[config.mk]
export PLATFORM = sky130hd
export DESIGN_NAME = pkc_top
export DESIGN_NICKNAME = d
export VERILOG_FILES = /design/src/pkc_pkg.sv /design/src/pkc_top.sv
export VERILOG_INCLUDE_DIRS = /design/src
export SDC_FILE = /design/constraint.sdc
export NUM_CORES = 1
export LEC_CHECK = 0
export ABC_AREA = 1
export BUFFER_PORTS_ARGS = -buffer_cell sky130_fd_sc_hd__buf_2
export CORE_ASPECT_RATIO = 0.5
export CORE_MARGIN = 8
export CORE_UTILIZATION = 63
export CTS_CLUSTER_DIAMETER = 100
export DETAILED_ROUTE_END_ITERATION = 6
export PLACE_DENSITY = 0.85
export REMOVE_ABC_BUFFERS = 1
export SLEW_MARGIN = 20
export SYNTH_ARGS = -nofsm -noshare
export SYNTH_HDL_FRONTEND = slang
export SYNTH_SLANG_ARGS = --single-unit
[constraint.sdc]
create_clock -name clk_i -period 8.63 [get_ports clk_i]
set_input_delay 1.2945 -clock clk_i [delete_from_list [all_inputs] [get_ports clk_i]]
set_output_delay 1.2945 -clock clk_i [all_outputs]
set_load 0.02 [all_outputs]
[src/pkc_consts.svh]
// Offsets, field positions, reset values and timing for the power key bank
`ifndef PKC_CONSTS_SVH
`define PKC_CONSTS_SVH
`define PKC_CLK_HZ 40000000
`define PKC_TICK_US 1000
`define PKC_TICK_CYC (`PKC_CLK_HZ / 1000000 * `PKC_TICK_US)
`define PKC_ADDR_W 12
`define PKC_IDX_SD_CTRL 12'h10e
`define PKC_IDX_IF_KEY 12'h10f
`define PKC_IDX_PULL_LO 12'h110
`define PKC_IDX_PULL_HI 12'h111
`define PKC_IDX_PIN_DIR 12'h120
`define PKC_IDX_PIN_TYPE 12'h121
`define PKC_IDX_STATUS 12'h122
`define PKC_RST_IF_KEY 8'h00
`define PKC_RST_SD_CTRL 8'h00
`define PKC_RST_PULL 8'h00
`define PKC_RST_PIN 16'h0000
`define PKC_BIT_IF_AUTO_RST 7
`define PKC_BIT_SCL_TO_EN 6
`define PKC_FLD_RST_DUR_HI 5
`define PKC_FLD_RST_DUR_LO 4
`define PKC_FLD_SHUT_HI 3
`define PKC_FLD_SHUT_LO 2
`define PKC_FLD_KEY_HI 1
`define PKC_FLD_KEY_LO 0
`define PKC_BIT_SD_STYLE 4
`define PKC_BIT_DUAL_SD_EN 3
`define PKC_BIT_KEY_SD_EN 2
`define PKC_SCL_TO_MS 14'h0013
`define PKC_RST_MS_0 14'h0014
`define PKC_RST_MS_1 14'h0064
`define PKC_RST_MS_2 14'h01f4
`define PKC_RST_MS_3 14'h03e8
`define PKC_KEY_MS_0 14'h03e8
`define PKC_KEY_MS_1 14'h05dc
`define PKC_KEY_MS_2 14'h07d0
`define PKC_KEY_MS_3 14'h1b58
`define PKC_SHUT_MS_0 14'h0000
`define PKC_SHUT_MS_1 14'h0fa0
`define PKC_SHUT_MS_2 14'h1388
`define PKC_SHUT_MS_3 14'h1770
`define PKC_MS_MAX 14'h3fff
`endif

[src/pkc_pkg.sv]
// Types for the power key and pull configuration bank
package pkc_pkg;
    typedef logic [13:0] pkc_ms_t;
    typedef enum logic [0:0] {
        PKC_ST_RESET = 1'b0,
        PKC_ST_ACTIVE = 1'b1
    } pkc_state_t;
endpackage

[src/pkc_top.sv]
// Power key timing, interface reset and pin pull configuration bank
`include "pkc_consts.svh"
`timescale 1ns/1ps
`default_nettype none
module pkc_top import pkc_pkg::*; #(
    parameter int unsigned TICK_CYC = `PKC_TICK_CYC
) (
    input wire logic clk_i,
    input wire logic rst_n_i,
    input wire logic [11:0] avs_address_i,
    input wire logic avs_read_i,
    input wire logic avs_write_i,
    input wire logic [31:0] avs_writedata_i,
    input wire logic [3:0] avs_byteenable_i,
    output logic [31:0] avs_readdata_o,
    output logic avs_waitrequest_o,
    input wire logic power_key_n_i,
    input wire logic shutdown_pin_n_i,
    input wire logic serial_clk_i,
    input wire logic [15:0] pin_input_i,
    output logic if_reset_o,
    output logic serial_if_reset_o,
    output logic power_key_lock_o,
    output logic key_lock_event_o,
    output logic shutdown_req_o,
    output logic por_req_o,
    output logic reset_state_o,
    output logic power_up_start_o,
    output logic [15:0] pull_down_en_o,
    output logic [15:0] pull_up_en_o,
    output logic [15:0] pull_up_rail_o
);

    function automatic pkc_ms_t key_ms(input logic [1:0] code);
        unique case (code)
            2'h0: key_ms = `PKC_KEY_MS_0;
            2'h1: key_ms = `PKC_KEY_MS_1;
            2'h2: key_ms = `PKC_KEY_MS_2;
            2'h3: key_ms = `PKC_KEY_MS_3;
        endcase
    endfunction

    function automatic pkc_ms_t shut_ms(input logic [3:0] codes);
        pkc_ms_t extra;
        unique case (codes[3:2])
            2'h0: extra = `PKC_SHUT_MS_0;
            2'h1: extra = `PKC_SHUT_MS_1;
            2'h2: extra = `PKC_SHUT_MS_2;
            2'h3: extra = `PKC_SHUT_MS_3;
        endcase
        shut_ms = key_ms(codes[1:0]) + extra;
    endfunction

    function automatic pkc_ms_t ms_step(input logic held, input logic tick,
                                        input pkc_ms_t cnt);
        if (!held) begin
            ms_step = '0;
        end else if (tick && cnt != `PKC_MS_MAX) begin
            ms_step = cnt + 14'h0001;
        end else begin
            ms_step = cnt;
        end
    endfunction

    // Registers and bus state
    logic [7:0] if_key_reg, if_key_next;
    logic [7:0] sd_ctrl_reg, sd_ctrl_next;
    logic [15:0] pull_reg, pull_next;
    logic [15:0] pin_dir_reg, pin_dir_next;
    logic [15:0] pin_type_reg, pin_type_next;
    logic wait_reg, wait_next;
    logic [31:0] rdata_reg, rdata_next;
    // Engine state
    logic [15:0] tick_cnt_reg, tick_cnt_next;
    logic tick_reg, tick_next;
    logic scl_prev_reg, scl_prev_next;
    pkc_ms_t scl_idle_reg, scl_idle_next;
    pkc_ms_t key_cnt_reg, key_cnt_next;
    pkc_ms_t pair_cnt_reg, pair_cnt_next;
    pkc_ms_t rst_cnt_reg, rst_cnt_next;
    pkc_state_t state_reg, state_next;
    logic if_rst_reg, if_rst_next;
    logic scl_rst_reg, scl_rst_next;
    logic lock_reg, lock_next;
    logic lock_ev_reg, lock_ev_next;
    logic sd_reg, sd_next;
    logic por_reg, por_next;
    logic pwr_up_reg, pwr_up_next;
    logic [15:0] pd_reg, pd_next;
    logic [15:0] pu_reg, pu_next;

    logic key_held, pair_held, req;
    pkc_ms_t lock_thr, sd_thr, rst_thr;

    always_comb begin
        req = avs_read_i | avs_write_i;
        if_key_next = if_key_reg;
        sd_ctrl_next = sd_ctrl_reg;
        pull_next = pull_reg;
        pin_dir_next = pin_dir_reg;
        pin_type_next = pin_type_reg;
        rdata_next = rdata_reg;
        // One wait cycle: answer always comes on the second edge
        wait_next = 1'b1;
        if (req && wait_reg) begin
            wait_next = 1'b0;
            rdata_next = '0;
            if (avs_address_i[1:0] == 2'h0) begin
                unique case ({2'b00, avs_address_i[11:2]})
                    `PKC_IDX_SD_CTRL: rdata_next[7:0] = sd_ctrl_reg;
                    `PKC_IDX_IF_KEY: rdata_next[7:0] = if_key_reg;
                    `PKC_IDX_PULL_LO: rdata_next[7:0] = pull_reg[7:0];
                    `PKC_IDX_PULL_HI: rdata_next[7:0] = pull_reg[15:8];
                    `PKC_IDX_PIN_DIR: rdata_next[15:0] = pin_dir_reg;
                    `PKC_IDX_PIN_TYPE: rdata_next[15:0] = pin_type_reg;
                    `PKC_IDX_STATUS: rdata_next[3:0] = {pair_held, key_held,
                        lock_reg, state_reg == PKC_ST_RESET};
                    default: rdata_next = '0;
                endcase
            end
        end
        // Write lands on the edge that sees waitrequest low
        if (avs_write_i && !wait_reg && avs_address_i[1:0] == 2'h0) begin
            unique case ({2'b00, avs_address_i[11:2]})
                `PKC_IDX_SD_CTRL:
                    if (avs_byteenable_i[0])
                        sd_ctrl_next = avs_writedata_i[7:0];
                `PKC_IDX_IF_KEY:
                    if (avs_byteenable_i[0])
                        if_key_next = avs_writedata_i[7:0];
                // low pins at first byte register, high at second
                `PKC_IDX_PULL_LO:
                    if (avs_byteenable_i[0])
                        pull_next[7:0] = avs_writedata_i[7:0];
                `PKC_IDX_PULL_HI:
                    if (avs_byteenable_i[0])
                        pull_next[15:8] = avs_writedata_i[7:0];
                `PKC_IDX_PIN_DIR: begin
                    if (avs_byteenable_i[0])
                        pin_dir_next[7:0] = avs_writedata_i[7:0];
                    if (avs_byteenable_i[1])
                        pin_dir_next[15:8] = avs_writedata_i[15:8];
                end
                `PKC_IDX_PIN_TYPE: begin
                    if (avs_byteenable_i[0])
                        pin_type_next[7:0] = avs_writedata_i[7:0];
                    if (avs_byteenable_i[1])
                        pin_type_next[15:8] = avs_writedata_i[15:8];
                end
                default: ;
            endcase
        end
    end

    always_ff @(posedge clk_i or negedge rst_n_i) begin
        if (!rst_n_i) begin
            if_key_reg <= `PKC_RST_IF_KEY;
            sd_ctrl_reg <= `PKC_RST_SD_CTRL;
            pull_reg <= {`PKC_RST_PULL, `PKC_RST_PULL};
            pin_dir_reg <= `PKC_RST_PIN;
            pin_type_reg <= `PKC_RST_PIN;
            wait_reg <= 1'b1;
            rdata_reg <= '0;
        end else begin
            if_key_reg <= if_key_next;
            sd_ctrl_reg <= sd_ctrl_next;
            pull_reg <= pull_next;
            pin_dir_reg <= pin_dir_next;
            pin_type_reg <= pin_type_next;
            wait_reg <= wait_next;
            rdata_reg <= rdata_next;
        end
    end

    always_comb begin
        key_held = ~power_key_n_i;
        pair_held = pin_input_i[14] & pin_input_i[15];
        lock_thr = key_ms(if_key_reg[`PKC_FLD_KEY_HI:`PKC_FLD_KEY_LO]);
        sd_thr = shut_ms(if_key_reg[`PKC_FLD_SHUT_HI:`PKC_FLD_KEY_LO]);
        unique case (if_key_reg[`PKC_FLD_RST_DUR_HI:`PKC_FLD_RST_DUR_LO])
            2'h0: rst_thr = `PKC_RST_MS_0;
            2'h1: rst_thr = `PKC_RST_MS_1;
            2'h2: rst_thr = `PKC_RST_MS_2;
            2'h3: rst_thr = `PKC_RST_MS_3;
        endcase
        // Millisecond tick; all long times are counted in ticks
        tick_next = (tick_cnt_reg == 16'(TICK_CYC - 1));
        tick_cnt_next = tick_next ? 16'h0000 : tick_cnt_reg + 16'h0001;
        if_rst_next = if_key_reg[`PKC_BIT_IF_AUTO_RST] & ~shutdown_pin_n_i;
        // idle clock timeout, one pulse per stall
        scl_prev_next = serial_clk_i;
        scl_idle_next = ms_step(serial_clk_i == scl_prev_reg, tick_reg,
                                scl_idle_reg);
        scl_rst_next = if_key_reg[`PKC_BIT_SCL_TO_EN] &&
            scl_idle_next == `PKC_SCL_TO_MS + 14'h0001 &&
            scl_idle_reg == `PKC_SCL_TO_MS;
        // timers run only while held, equality edge fires once
        key_cnt_next = ms_step(key_held, tick_reg, key_cnt_reg);
        pair_cnt_next = ms_step(pair_held, tick_reg, pair_cnt_reg);
        lock_ev_next = key_cnt_next == lock_thr && key_cnt_reg != lock_thr;
        lock_next = key_held & (lock_reg | lock_ev_next);
        sd_next = 1'b0;
        por_next = 1'b0;
        pwr_up_next = 1'b0;
        state_next = state_reg;
        rst_cnt_next = rst_cnt_reg;
        unique case (state_reg)
            PKC_ST_RESET: begin
                rst_cnt_next = ms_step(1'b1, tick_reg, rst_cnt_reg);
                if (rst_cnt_next >= rst_thr) begin
                    state_next = PKC_ST_ACTIVE;
                    pwr_up_next = 1'b1;
                end
            end
            PKC_ST_ACTIVE: begin
                // shutdown at lock delay plus extra
                // key path gated by its enable
                // pin pair path gated by its enable
                if ((sd_ctrl_reg[`PKC_BIT_KEY_SD_EN] &&
                     key_cnt_next == sd_thr && key_cnt_reg != sd_thr) ||
                    (sd_ctrl_reg[`PKC_BIT_DUAL_SD_EN] &&
                     pair_cnt_next == sd_thr && pair_cnt_reg != sd_thr)) begin
                    if (sd_ctrl_reg[`PKC_BIT_SD_STYLE]) begin
                        // instant reset path reenters timed reset
                        por_next = 1'b1;
                        state_next = PKC_ST_RESET;
                        rst_cnt_next = '0;
                    end else begin
                        sd_next = 1'b1;
                    end
                end
            end
        endcase
        // bit clear leaves both pulls off
        // pull-down for inputs, pull-up for every output whatever its pin type
        pd_next = pull_reg & ~pin_dir_reg;
        pu_next = pull_reg & pin_dir_reg;
    end

    always_ff @(posedge clk_i or negedge rst_n_i) begin
        if (!rst_n_i) begin
            tick_cnt_reg <= '0;
            tick_reg <= 1'b0;
            scl_prev_reg <= 1'b0;
            scl_idle_reg <= '0;
            key_cnt_reg <= '0;
            pair_cnt_reg <= '0;
            rst_cnt_reg <= '0;
            state_reg <= PKC_ST_RESET;
            if_rst_reg <= 1'b0;
            scl_rst_reg <= 1'b0;
            lock_reg <= 1'b0;
            lock_ev_reg <= 1'b0;
            sd_reg <= 1'b0;
            por_reg <= 1'b0;
            pwr_up_reg <= 1'b0;
            pd_reg <= '0;
            pu_reg <= '0;
        end else begin
            tick_cnt_reg <= tick_cnt_next;
            tick_reg <= tick_next;
            scl_prev_reg <= scl_prev_next;
            scl_idle_reg <= scl_idle_next;
            key_cnt_reg <= key_cnt_next;
            pair_cnt_reg <= pair_cnt_next;
            rst_cnt_reg <= rst_cnt_next;
            state_reg <= state_next;
            if_rst_reg <= if_rst_next;
            scl_rst_reg <= scl_rst_next;
            lock_reg <= lock_next;
            lock_ev_reg <= lock_ev_next;
            sd_reg <= sd_next;
            por_reg <= por_next;
            pwr_up_reg <= pwr_up_next;
            pd_reg <= pd_next;
            pu_reg <= pu_next;
        end
    end

    assign avs_readdata_o = rdata_reg;
    assign avs_waitrequest_o = wait_reg;
    assign if_reset_o = if_rst_reg;
    assign serial_if_reset_o = scl_rst_reg;
    assign power_key_lock_o = lock_reg;
    assign key_lock_event_o = lock_ev_reg;
    assign shutdown_req_o = sd_reg;
    assign por_req_o = por_reg;
    assign reset_state_o = (state_reg == PKC_ST_RESET);
    assign power_up_start_o = pwr_up_reg;
    assign pull_down_en_o = pd_reg;
    assign pull_up_en_o = pu_reg;
    // Rail choice passes straight through; the pad picks it only when pulled up
    assign pull_up_rail_o = pin_type_reg;

endmodule
`default_nettype wire

Word-level counts from Yosys, hierarchy flattened

Cells that the tools add are included.

Register bits: 211
Bits of input ports: 71
Output and inout port bits: 89

Add/subtract/negate cells: 6
Magnitude comparators: 1
Equal/unequal tests: 32
Muxes and demuxes: 30
Bitwise gates (word level): 11
Reduce and logical (&&, ||, !) cells: 29

Operators with widths:

| cell                                                 | number |
|---|---|
| one-hot mux 14 bit (4 select lines)                  | 3 |
| two-way mux 14 bit                                   | 10 |
| equality test 10 x 9 -> 1 bit, second input constant | 7 |
| adder 14 x 1 -> 14 bit, second input constant        | 4 |
| inequality test 14 bit, second input constant        | 4 |
| equality test 14 bit                                 | 3 |
| inequality test 14 bit                               | 3 |
| AND 16 bit                                           | 2 |
| two-way mux 16 bit                                   | 2 |
| equality test 14 x 5 -> 1 bit, second input constant | 2 |
| one-hot mux 14 bit (2 select lines)                  | 1 |
| one-hot mux 4 bit (7 select lines)                   | 1 |
| one-hot mux 4 bit (6 select lines)                   | 1 |
| AND reduction 3 bit                                  | 8 |
| adder 16 x 1 -> 16 bit, second input constant        | 1 |
| equality test 16 bit, second input constant          | 1 |
| inverter 16 bit                                      | 1 |
| one-hot mux 8 bit (2 select lines)                   | 1 |
| adder 14 bit                                         | 1 |
| >= comparator 14 bit                                 | 1 |
| logical AND 1 bit                                    | 14 |
| equality test 2 bit, second input constant           | 6 |
| two-way mux 1 bit                                    | 10 |
| zero test 2 bit                                      | 4 |
| other kinds (11)                                     | 18 |

Depth between registers and ports, before layout

Word-level depth: 10
Depth in mapped cells: 25
Depth with buffers taken out: 24

Least setup slack after synthesis

Ideal clock, no wire load.

Kind: input port to flip-flop
Start: input avs_address_i[9]
End: register rdata_reg[3], in the netlist avs_readdata_o[3]
Data arrival time: 2.850 ns
Required time: 8.564 ns
Setup slack: 5.714 ns
Cell stages on the path: 9
Path buffers: 2
Cells stage by stage: or2_2 -> nor3_1 -> and2_1 -> clkbuf_1 -> buf_1 -> a221oi_1 -> o211ai_1 -> nand2_1 -> nand2_1

Longest elaborated chain between the ends: 3
Elaborated cells between the ends (all ways): 9
Those cells by class: eq/ne: 7; mux: 2

RTL lines:

| item                                   | line           | text |
|---|---|---|
| start, declared                        | pkc_top.sv:10  | `input wire logic [11:0] avs_address_i,` |
| equality test 10 x 9 -> 1 bit          | pkc_top.sv:109 | `unique case ({2'b00, avs_address_i[11:2]})` |
| one-hot mux 4 bit (7 select lines) (*) | pkc_top.sv:109 |  |
| two-way mux 16 bit (*)                 | pkc_top.sv:108 | `if (avs_address_i[1:0] == 2'h0) begin` |
| end signal, assigned                   | pkc_top.sv:171 | `rdata_reg <= rdata_next;` |
| end, declared                          | pkc_top.sv:72  | `logic [31:0] rdata_reg, rdata_next;` |

Mark *: on every way between the ends. The rest lies on a longest branch, timed or not.
A chain may end at the register's enable or synchronous reset.

Final worst setup path

Start: register if_key_reg[1]
End: register rst_cnt_reg[3]

Longest elaborated chain between the ends: 9
Elaborated cells between the ends (all ways): 17
Those cells by class: add/sub: 1; eq/ne: 8; mux: 1; reduce/logical: 7

RTL lines:

| item                                                     | line                           | text |
|---|---|---|
| start, declared                                          | pkc_top.sv:66                  | `logic [7:0] if_key_reg, if_key_next;` |
| start signal, assigned                                   | pkc_top.sv:157                 | `` if_key_reg <= `PKC_RST_IF_KEY; `` |
| start signal, assigned                                   | pkc_top.sv:165                 | `if_key_reg <= if_key_next;` |
| equality test 2 bit (tied with other cells)              | pkc_top.sv:35                  | `unique case (code)` |
| one-hot mux 14 bit (4 select lines) (*)                  | pkc_top.sv:35                  |  |
| adder 14 bit (*)                                         | pkc_top.sv:51                  | `shut_ms = key_ms(codes[1:0]) + extra;` |
| equality test 14 bit, on equally long branches           | pkc_top.sv:220, pkc_top.sv:222 |  |
| logical AND 1 bit, on equally long branches (2 in a row) | pkc_top.sv:219, pkc_top.sv:221 |  |
| logical OR 1 bit (*)                                     | pkc_top.sv:219                 | `` if ((sd_ctrl_reg[`PKC_BIT_KEY_SD_EN] && `` |
| inequality test 2 x 1 -> 1 bit (no source line) (*)      | -                              |  |
| AND reduction 2 bit (no source line) (*)                 | -                              |  |
| end signal, assigned                                     | pkc_top.sv:266                 | `rst_cnt_reg <= rst_cnt_next;` |
| end, declared                                            | pkc_top.sv:80                  | `pkc_ms_t rst_cnt_reg, rst_cnt_next;` |

Mark *: on every way between the ends. The rest lies on a longest branch, timed or not. The select of a mux whose other input is x is not followed.

==> results.sh <==
export IMPL_drc_violations_left=0
export IMPL_ir_drop_uv=147
export IMPL_reg2regPathDepth=20
export IMPL_p_sw_w=0.000454
export IMPL_clock_tree_from_tritoncts="built"
export IMPL_cell_repeated_most_along_the_worst_path="nand2_1"
export IMPL_fin_worst_skew_ps=13.4
export IMPL_adder_and_majority_gate_portion_of_the_synthesized_area_pct=3.87
export IMPL_critical_path_cell_chain="inv_1 > ha_1 > inv_1 > ha_1 > nand2_1 > nor2_1 > nor2_1 > nand3_1 > nand2_1 > inv_1 > nand2_1 > nand2_1 > nor2_1 > nand2_1 > nor2_2 > nand3_2 > nand2_2 > nand2_4 > nand3_1 > nand2_1"
export IMPL_antenna_violations_before_repair=0
export IMPL_initial_core_util_pct=63.5
export IMPL_seq_power_share_pct=51.0
export IMPL_core_area_mm2=0.0181
export IMPL_grt_overflow_total=0
export IMPL_die_x_um=207
export IMPL_critPathSlowestCell="ha_1"
export IMPL_setup_viol_count_final=0
export IMPL_totalWireLength_um=32500
export IMPL_outcome="completed"
export IMPL_postLayoutSetupSlackWorst_ps=4740
export IMPL_num_vias=10800
export IMPL_clock_share_of_power_pct=45.4
export IMPL_clock_fmax_mhz=257
export IMPL_timing_max_cap_violations=0
export IMPL_worst_hold_path_num_cells=1
export IMPL_syn_inst=1535
export IMPL_hold_path_end="tick_cnt_reg[0]"
export IMPL_period_minus_slack_ps=3890
export IMPL_worst_skew_pair_late_latency_ps=440
export IMPL_synthFlopType="dfrtp_1"
export IMPL_timing_critical_path_arrival_ps=4210
export IMPL_synth_area_mm2=0.0115
export IMPL_antenna_violating_nets_post_route=0
export IMPL_area_fraction_in_and_or_nand_and_nor_cells_after_synthesis_pct=31.1
export IMPL_cts_hold_buffers_added=0
export IMPL_root_buffer="clkbuf_16"
export IMPL_cts_htree_levels=4
export IMPL_flow_area_growth_from_synthesis_pct=11.0
export IMPL_post_route_cells_drive_above_1_share_pct=12.6
export IMPL_max_slew_worst_pin_slew_ps=1110
export IMPL_share_of_cell_area_taken_by_muxes_after_synthesis_pct=0
export IMPL_max_clock_path_buffers=2
export IMPL_cts_buffers=17
export IMPL_synth_seq_cells=195
export IMPL_first_global_vias=10500
export IMPL_cts_sinks=195
export IMPL_clk_pin_slew_worst_paths_ps=80
export IMPL_swShare_pct=25.3
export IMPL_antenna_cells_inserted=0
export IMPL_synth_top_family_by_area="simple AND/OR/NAND/NOR gates"
export IMPL_min_delay_start="tick_cnt_reg[0]"
export IMPL_comb_power_share_pct=3.6
export IMPL_numPortBuffers=111
export IMPL_critPathMaxStageDelay_ps=530
export IMPL_total_leakage_power_nw=6.96
export IMPL_hold_class="reg2reg"
export IMPL_synth_async_sr_flop_share_pct=100
export IMPL_timing_slew_headroom_pct=25.3
export IMPL_cell_internal_pwr_w=0.00134
export IMPL_grt_pass1_wl_um=52300
export IMPL_worst_setup_path_type="reg2reg"
export IMPL_wp_data_required_ps=8950
export IMPL_critPathCaptureType="register"
export IMPL_synth_xor_area_share_pct=3.04
export IMPL_rrSetupSlack_ps=4740
export IMPL_unrepaired_setup_endpoints_after_global_routing="no"
export IMPL_r2r_start="if_key_reg[1]"
export IMPL_cts_repair_timing_setup_buffer_count=0
export IMPL_timing_critical_path_max_delay_family="simple AND/OR/NAND/NOR gates"
export IMPL_timing_setup_tns_ps=0
export IMPL_timing_final_hold_violations=0
export IMPL_critical_path_startpoint_type="register"
export IMPL_placer_congestion_estimate=0.968
export IMPL_dp_hpwl_um=23800
export IMPL_fp_row_count=35
export IMPL_synth_seq_area_share_pct=42.4
export IMPL_vias_per_cell=5.73
export IMPL_crit_reg2reg_capture="rst_cnt_reg[3]"
export IMPL_pre_cts_ws_ps=4880
export IMPL_grt_max_degree=87
export IMPL_ctsResizeCount=0
export IMPL_worst_path_buffer_plus_inverter_count=3
export IMPL_drt_initial_drc_count=1159
export IMPL_top_level_ports=160
export IMPL_ys_warnings_count=0
export IMPL_synth_compound_gate_area_share_pct=9.18
export IMPL_grt_use_total_pct=27.6
export IMPL_die_area_mm2=0.0231
export IMPL_power_per_cell_area_mw_per_mm2=140
export IMPL_total_power_w=0.00179
export IMPL_critical_path_max_fanout=16
export IMPL_wl_per_cell_um=17.2
export IMPL_synth_enable_flop_cells=0
export IMPL_final_max_slew_violation_count=0
export IMPL_floorplan_die_height_um=112
export IMPL_synth_distinct_cells=48
export IMPL_drt_pass1_iterations=6
export IMPL_design_final_nets=1741
export IMPL_avgSynthCellArea_um2=7.50
export IMPL_timing_final_crit_share_pct=45.1
## synthesized netlist by cell type (3+ instances only)
master / number / area share [%]
buf_2: 7 / 0.30
nand2_1: 393 / 13
a21oi_1: 26 / 1.1
o21bai_1: 3 / 0.20
nor2_2: 8 / 0.43
xnor2_1: 7 / 0.53
ha_1: 34 / 3.7
clkbuf_1: 19 / 0.62
nor3_1: 39 / 1.7
buf_4: 18 / 1.2
nor4_1: 8 / 0.43
o211ai_1: 5 / 0.33
nand2_2: 12 / 0.65
a221oi_1: 10 / 0.76
clkinv_1: 4 / 0.13
inv_1: 235 / 7.7
o21ai_0: 100 / 4.3
nand4_1: 50 / 2.7
nor2_1: 142 / 4.6
a22o_1: 21 / 1.6
nand2_4: 3 / 0.29
nand3_1: 98 / 4.3
nand3_2: 25 / 2.2
xor2_1: 33 / 2.5
dfrtp_1: 194 / 42
buf_6: 3 / 0.29
or2_2: 9 / 0.49
## cell type report
cell class                      instances  area, µm²
Timing Repair Buffer                  116        602
Clock buffer                           18        429
Tap cell                              240        300
Sequential cell                       195       4880
Fill cell                            1488       5360
Multi-Input combinational cell       1064       5490
Inverter                              241        905
Clock inverter                         14        163
## metal layers
layer / global-route usage [%] / share of wire (%)
met2: 46.9 / 49
met5: 0 / 0
met3: 5.41 / 8.0
met1: 35.5 / 41
met4: 8.34 / 1.9
## through the flow
stage          hold WS, ps  std cells  utilization [%]  instance area (µm²)
2_1_floorplan          433       1500                -                11300
3_3_place_gp           444       1856             67.2                12200
3_5_place_dp           455       1856             67.2                12200
4_1_cts                465       1888             70.5                12800
5_1_grt                501       1888             70.5                12800
6_report               465       1888             70.5                12800
## power by group through the flow
stage	Sequential, W	Clock (W)	Combinational (W)
CTS	0.000915	0.000819	0.0000639
floorplan	0.000935	0	0.0000227
detailed placement	0.000933	0	0.0000637
global placement	0.000933	0	0.0000617
finish	0.000915	0.000816	0.0000637
global route	0.000915	0.000853	0.0000713
## how the worst max path moves through the flow
stage	cells past startpoint	end	slack, ps	startpoint
after CTS	21	rst_cnt_reg[3]	4810	if_key_reg[1]
final	20	rst_cnt_reg[3]	4740	if_key_reg[1]
after detailed placement	20	rst_cnt_reg[5]	4880	if_key_reg[1]
after global placement	21	rst_cnt_reg[5]	4930	if_key_reg[1]
after global routing	21	rst_cnt_reg[3]	4540	if_key_reg[1]
after floorplan	11	rst_cnt_reg[0]	5710	power_key_n_i
## worst register-to-register path: stages, from the launching register on
cell,delay (ps)
dfrtp_1,430
inv_1,130
ha_1,530
inv_1,380
ha_1,380
nand2_1,100
nor2_1,50
nor2_1,120
nand3_1,90
nand2_1,320
inv_1,170
nand2_1,100
nand2_1,80
nor2_1,90
nand2_1,70
nor2_2,130
nand3_2,80
nand2_2,130
nand2_4,190
nand3_1,150
nand2_1,70
## cell families (layout without fill, tap and decap cells)
family / after synthesis / count (layout)
other cells: 1 / 16
flops: 195 / 195
compound gates: 178 / 178
simple gates: 795 / 795
buf+inv: 291 / 389
fa+ha+maj: 35 / 35
xor+xnor: 40 / 40
## cells in the final DEF, fill, tap and decap left out, types with 33 or more instances in the layout
master and instances:
buf_2 110, nor3_1 39, nand3_1 98, nand4_1 50, ha_1 34, xor2_1 33
dfrtp_1 194, inv_1 235, nand2_1 393, o21ai_0 100, nor2_1 142
No activity file was read; power rests on OpenSTA's default activity.
